File: config.mk
export PLATFORM = sky130hd
export DESIGN_NAME = cca_channel
export DESIGN_NICKNAME = d
export VERILOG_FILES = /design/src/cca_pulse_qual.v /design/src/cca_channel.v
export VERILOG_INCLUDE_DIRS = /design/src /design/src/src
export SDC_FILE = /design/constraint.sdc
export NUM_CORES = 1
export LEC_CHECK = 0
export BUFFER_PORTS_ARGS = -buffer_cell sky130_fd_sc_hd__buf_2
export CAP_MARGIN = 20
export CORE_AREA = 5 5 111 82
export DETAILED_ROUTE_END_ITERATION = 16
export DIE_AREA = 0 0 116 87
export PLACE_DENSITY_LB_ADDON = 0.15
export SLEW_MARGIN = 0
export SYNTH_ARGS = -nofsm -noshare
export SYNTH_HDL_FRONTEND = slang
export SYNTH_SLANG_ARGS = --single-unit
export TNS_END_PERCENT = 1
File: constraint.sdc
create_clock -name mclk -period 2.1 [get_ports mclk]
set_clock_uncertainty 0.1 [all_clocks]
set_input_delay 0 -clock mclk [delete_from_list [all_inputs] [get_ports mclk]]
set_output_delay 0 -clock mclk [all_outputs]
set_load 0.005 [all_outputs]
File: src/cca_defs.vh
/*
 Constants of the counter channel with limit alarm: host locations,
 control bit positions, reset values and alarm mode codes.
 Assumes inclusion by bare name from the design files of this block.
*/
`ifndef CCA_DEFS_VH
`define CCA_DEFS_VH

// ==========================================================
// Host locations.
// ==========================================================
`define CCA_WORD_BASE 16'h9C71
`define CCA_WORD_STEP 16'h0002
`define CCA_COIL_BASE 16'h0061
`define CCA_COIL_STEP 16'h0004

// ==========================================================
// Control and status bit positions within a channel group.
// ==========================================================
`define CCA_BIT_RUN 2'h0
`define CCA_BIT_CLR 2'h1
`define CCA_BIT_OVF 2'h2
`define CCA_BIT_SPARE 2'h3

// ==========================================================
// Reset values and count maximum.
// ==========================================================
`define CCA_RUN_RST 1'h1
`define CCA_COUNT_RST 32'h0000_0000
`define CCA_COUNT_MAX 32'hFFFF_FFFF

// ==========================================================
// Alarm mode codes.
// ==========================================================
`define CCA_MODE_DISABLE 2'h0
`define CCA_MODE_MOMENT 2'h1
`define CCA_MODE_LATCH 2'h2

`endif

File: src/cca_pulse_qual.v
/*
 Input pulse qualifier: turns each rising edge of the count input into
 a single-cycle registered pulse.
 Assumes the count input is already synchronous to mclk.
*/
`default_nettype none

module cca_pulse_qual (
   // Clock and reset.
   input wire mclk,
   input wire resetn,
   // Raw input and qualified pulse.
   input wire countIn,
   output reg pulseOut
);

   reg prevIn_r;

   // ==========================================================
   // Rising edge detection.
   // ==========================================================
   always @(posedge mclk or negedge resetn) begin
      if (!resetn) begin
         prevIn_r <= 1'h0;
         pulseOut <= 1'h0;
      end else begin
         prevIn_r <= countIn;
         pulseOut <= countIn & ~prevIn_r;
      end
   end

endmodule

`default_nettype wire

File: src/cca_channel.v
/*
 One counter channel: a 32-bit unsigned pulse count with run, clear and
 overflow bits reached at host coil locations, the count readable as two
 word locations, and a limit alarm that can drive a mapped digital output.
 Assumes host strobes are single-cycle and synchronous to mclk.
 Assumes the count input is synchronous to mclk and low for a cycle between pulses.
 Assumes the host reads the two count words separately, so a carry may fall between them.
*/
`default_nettype none
`include "cca_defs.vh"

module cca_channel #(
   parameter [15:0] CHAN = 16'h0000
) (
   // Clock and reset.
   input wire mclk,
   input wire resetn,
   // Counted input.
   input wire countIn,
   // Host coil writes.
   input wire coilWr,
   input wire [15:0] coilAddr,
   input wire coilWrData,
   // Host word reads.
   input wire [15:0] wordAddr,
   output reg [15:0] wordRdData,
   output reg wordHit,
   // Channel bits as read by the host.
   output reg runBit,
   output reg clrBit,
   output reg ovfBit,
   output reg spareBit,
   // Count value.
   output reg [31:0] countVal,
   // Alarm configuration.
   input wire [1:0] alarmMode,
   input wire alarmHigh,
   input wire [31:0] alarmLimit,
   input wire clearLatch,
   input wire doMapEn,
   // Alarm results.
   output reg alarmOn,
   output reg doOut
);

   // ==========================================================
   // Location decode.
   // ==========================================================
   function coilMatch;
      input [15:0] addr;
      input [1:0] bitSel;
      begin
         coilMatch = (addr == (`CCA_COIL_BASE + CHAN * `CCA_COIL_STEP + {14'h0000, bitSel}));
      end
   endfunction

   wire [15:0] wordBase;
   wire pulseQ;
   wire wrRun;
   wire wrClr;
   wire wrOvf;
   wire clearNow;
   wire stepNow;
   wire wrapNow;
   wire limitCross;
   wire latchMode;
   wire aboveLimit;
   wire belowLimit;
   wire [15:0] wordHiAddr;

   // Next values of the output registers.
   reg runBit_nxt;
   reg [31:0] countVal_nxt;
   reg ovfBit_nxt;
   reg [15:0] wordRdData_nxt;
   reg wordHit_nxt;
   reg alarmOn_nxt;
   reg doOut_nxt;

   assign wordBase = `CCA_WORD_BASE + CHAN * `CCA_WORD_STEP;
   assign wordHiAddr = wordBase + 16'h0001;
   assign wrRun = coilWr & coilMatch(coilAddr, `CCA_BIT_RUN);
   assign wrClr = coilWr & coilMatch(coilAddr, `CCA_BIT_CLR);
   assign wrOvf = coilWr & coilMatch(coilAddr, `CCA_BIT_OVF);

   // ==========================================================
   // Pulse qualification.
   // ==========================================================
   cca_pulse_qual uQual (
      .mclk(mclk),
      .resetn(resetn),
      .countIn(countIn),
      .pulseOut(pulseQ)
   );

   // ==========================================================
   // Counter.
   // ==========================================================
   assign clearNow = wrClr & coilWrData;
   assign stepNow = runBit & pulseQ & ~clearNow;
   assign wrapNow = stepNow & (countVal == `CCA_COUNT_MAX);

   always @* begin
      runBit_nxt = runBit;
      countVal_nxt = countVal;
      ovfBit_nxt = ovfBit;
      if (wrRun) begin
         runBit_nxt = coilWrData;
      end
      // A clear write beats a pulse in the same cycle; that pulse is lost.
      if (clearNow) begin
         countVal_nxt = `CCA_COUNT_RST;
      end else if (stepNow) begin
         countVal_nxt = countVal + 32'h0000_0001;
      end
      // A wrap beats a zero write in the same cycle, so no overflow goes unseen.
      if (wrapNow) begin
         ovfBit_nxt = 1'h1;
      end else if (wrOvf & ~coilWrData) begin
         ovfBit_nxt = 1'h0;
      end
   end

   // ==========================================================
   // Counter registers.
   // ==========================================================
   always @(posedge mclk or negedge resetn) begin
      if (!resetn) begin
         runBit <= `CCA_RUN_RST;
         clrBit <= 1'h0;
         spareBit <= 1'h0;
         countVal <= `CCA_COUNT_RST;
         ovfBit <= 1'h0;
      end else begin
         runBit <= runBit_nxt;
         // Clear and spare bits keep no state of their own and always read zero.
         clrBit <= 1'h0;
         spareBit <= 1'h0;
         countVal <= countVal_nxt;
         ovfBit <= ovfBit_nxt;
      end
   end

   // ==========================================================
   // Word read next state.
   // ==========================================================
   always @* begin
      wordRdData_nxt = 16'h0000;
      wordHit_nxt = 1'h0;
      if (wordAddr == wordBase) begin
         wordRdData_nxt = countVal[15:0];
         wordHit_nxt = 1'h1;
      end else if (wordAddr == wordHiAddr) begin
         wordRdData_nxt = countVal[31:16];
         wordHit_nxt = 1'h1;
      end
   end

   // ==========================================================
   // Word read registers.
   // ==========================================================
   always @(posedge mclk or negedge resetn) begin
      if (!resetn) begin
         wordRdData <= 16'h0000;
         wordHit <= 1'h0;
      end else begin
         wordRdData <= wordRdData_nxt;
         wordHit <= wordHit_nxt;
      end
   end

   // ==========================================================
   // Limit alarm.
   // ==========================================================
   assign aboveLimit = (countVal > alarmLimit);
   assign belowLimit = (countVal < alarmLimit);
   assign limitCross = alarmHigh ? aboveLimit : belowLimit;
   // Momentary and unknown codes fall back to disabled on this channel.
   assign latchMode = (alarmMode == `CCA_MODE_LATCH);

   // Set beats clear: the latch holds while the count stays past the limit.
   always @* begin
      alarmOn_nxt = alarmOn;
      if (!latchMode) begin
         alarmOn_nxt = 1'h0;
      end else if (limitCross) begin
         alarmOn_nxt = 1'h1;
      end else if (clearLatch) begin
         alarmOn_nxt = 1'h0;
      end
      doOut_nxt = alarmOn & doMapEn;
   end

   // ==========================================================
   // Alarm registers.
   // ==========================================================
   always @(posedge mclk or negedge resetn) begin
      if (!resetn) begin
         alarmOn <= 1'h0;
         doOut <= 1'h0;
      end else begin
         alarmOn <= alarmOn_nxt;
         doOut <= doOut_nxt;
      end
   end

endmodule

`default_nettype wire

==> flow_summary.json <==
{
  "final_layout_size_suffix_gt1_share_pct": 39.6,
  "met3_length_microns": 886,
  "start_util_pct": 42.8,
  "h-tree-depth": 2,
  "met1Wirelength_mm": 4.78,
  "ys_seq_elements": 55,
  "startpoint_type": "flip-flop",
  "dp.final_hpwl_mm": 8.34,
  "final-seq-area_sq_mm": 0.00138,
  "cts_max_path_buffers": 2,
  "power_leakage_uw": 0.00236,
  "status": "finished, final reports clean",
  "die-area_sq_mm": 0.0101,
  "die_h_microns": 87,
  "drt_first_iter_violations": 210,
  "crit_fanout": 4,
  "gp_congestion": 0.838,
  "drc": 0,
  "fin_crit_ns": 2.09,
  "wl_met2_mm": 5.08,
  "postSynthAreaPerCell_sq_um": 9.75,
  "first_pass_iters": 5,
  "fp.coreArea_sq_mm": 0.00806,
  "yosysWarnings": 0,
  "antenna_cells": 0,
  "cts_sinks": 55,
  "grt_pass1_vias": 3282,
  "gr-usage-all-layers_pct": 21.7,
  "clk-insertion-delay-late_ns": 0.30,
  "final_common_cell": "buf_2",
  "antenna_found_initial": 0,
  "area_growth_pct": 41.6,
  "mostFrequentLayoutCells": "buf_2, dfrtp_1, buf_4",
  "required_ns": 2.23,
  "p_per_area_mw_per_mm2": 442,
  "ys_seq_area_share_pct": 39.9,
  "cap_violations": 0,
  "placedCellCount": 614,
  "io_pins": 129,
  "numCtsBuffers": 5,
  "top_layer_used": "met4",
  "cts_root_buf": "clkbuf_16",
  "cts_tree": "yes",
  "fillers": 710,
  "finalMaxSlewViolations": 0,
  "grt_max_degree": 31,
  "maxSlewHeadroom_pct": 57.9,
  "finalNetCount": 644,
  "hold_viol_final": 0,
  "synth_edf_count": 0,
  "critical_path_class": "flip-flop to flip-flop",
  "clk_pin_slew_ns": 0.07,
  "synth-async-reset-ratio_pct": 100,
  "synth.cell_area_sq_mm": 0.00345,
  "vias": 3311,
  "die_width_microns": 116,
  "layout.cells.non_filler": 643,
  "cp.arrival_ns": 2.22,
  "vias_per_cell": 5.15,
  "antenna_left": 0,
  "synth_cell_type_count": 48,
  "io_buffer_count": 126,
  "routedWlPerCell_microns": 16.8,
  "wl_mm": 10.8,
  "power.total_uw": 2160,
  "multi_input_area_sq_mm": 0.00199,
  "ys.flop_type": "dfrtp_1",
  "fp-row-count": 28,
  "rsz0062_at_grt": "true",
  "finalSetupViolations": 0,
  "worstHoldPathType": "primary input to flip-flop",
  "max_clock_freq_ghz": 0.480,
  "worstSetupEndpointType": "flip-flop",
  "grt_pass1_wl_mm": 16.7,
  "fin_crit_sh_pct": 99.3,
  "fin_setup_tns_ns": 0,
  "ir_drop_mv": 0.299,
  "synthCells": 354,
  "tightest_slew_ns": 0.632,
  "grt_overflow": 0
}
[kinds of logic after synthesis]
kind of cell / Yosys count / synth area share (%)
simple gates: 139 / 25.0
flops: 55 / 39.9
compound gates: 53 / 10.1
buf+inv: 45 / 5.69
fa+ha+maj: 33 / 12.0
xor+xnor: 26 / 6.60
mux: 2 / 0.616
other cells: 1 / 0.109
[synthesized netlist by cell type, drive strengths merged, types with 2 or more instances]
library cell	count	area share, %
nor4bb	3	0.87
nand4	16	4.2
or3	6	1.2
buf	8	1.7
nor2	38	4.6
nor3	6	1.4
nor2b	2	0.36
ha	33	12
nand2	22	2.4
a21oi	21	3.0
xor2	11	2.8
o21ai	9	1.3
a22o	17	4.3
and3	5	0.91
and2	4	0.72
and4	4	1.2
dfrtp	54	39
nand3	14	2.0
nor3b	2	0.43
nor4	7	2.2
xnor2	15	3.8
nand2b	4	0.72
inv	37	4.0
nand4b	2	0.51
[path summary, 6_finish.rpt]
check                                 end  cells past startpoint           start  slack, ns
setup reg to reg             countVal[31]                      7    countVal[14]       0.01
hold / removal                    alarmOn                      4    alarmMode[0]       0.02
setup / recovery             countVal[31]                      7    countVal[14]       0.01
min in group asynchronous     countVal[7]                      2          resetn       0.16
max in group asynchronous    countVal[21]                      3          resetn       1.14
hold reg to reg            uQual.pulseOut                      1  uQual.prevIn_r       0.29
[routing by layer]
layer | vias to the layer above | track usage (%)
li1 | 1608 | -
met1 | 1569 | 29.7
met2 | 126 | 36.3
met3 | 8 | 4.31
met4 | 0 | 3.37
met5 | - | 0
[worst max-delay path, stage by stage (launching register included)]
cell	delay, ns
dfrtp_1	0.43
buf_6	0.13
nand4_1	0.18
nor4_4	0.35
nand4_4	0.15
buf_4	0.18
or3_1	0.37
a21oi_2	0.13
[flip-flops by register name, summed over array words and instances (netlist names)]
name and cells:
doOut 1, alarmOn 1, uQual.prevIn_r 1, countVal 32, uQual.pulseOut 1, wordHit 1
wordRdData 16, ovfBit 1, runBit 1
[where the power goes]
part / switching, uW / internal, uW / total, uW / leakage [uW]
Sequential: 3.80 / 1060 / 1070 / 0.000593
Combinational: 125 / 130 / 254 / 0.00170
Clock: 396 / 442 / 837 / 0.0000669
[layout make-up]
cell class | count | area share [%]
clock buffer | 6 | 2.64
clock inverter | 2 | 0.256
inverter | 37 | 2.84
multi-input combinational | 255 | 40.8
sequential | 55 | 28.2
tap | 105 | 2.69
timing repair buffer | 183 | 22.6
[per-stage QoR]
stage	setup slack, ns	area, sq um	hold slack [ns]	util, %
after floorplan	0.0673	3460	-0.396	-
after global placement	0.0314	4450	-0.0409	55.2
after detailed placement	-0.0814	4450	-0.0472	55.2
after CTS	0.00300	4740	0.00431	58.8
after global routing	-0.0900	4890	0.0594	60.7
final	0.0149	4890	0.0198	60.7
[what timing repair did]
action | CTS | global route
pin swaps | 2 | 13
hold buffers | 13 | 0
hold endpoints to repair | 31 | 0
cloned | 0 | 0
buffers inserted | 0 | 8
setup endpoints to repair | 1 | 6
resized for setup | 3 | 15
No activity file was read; power rests on OpenSTA's default activity.
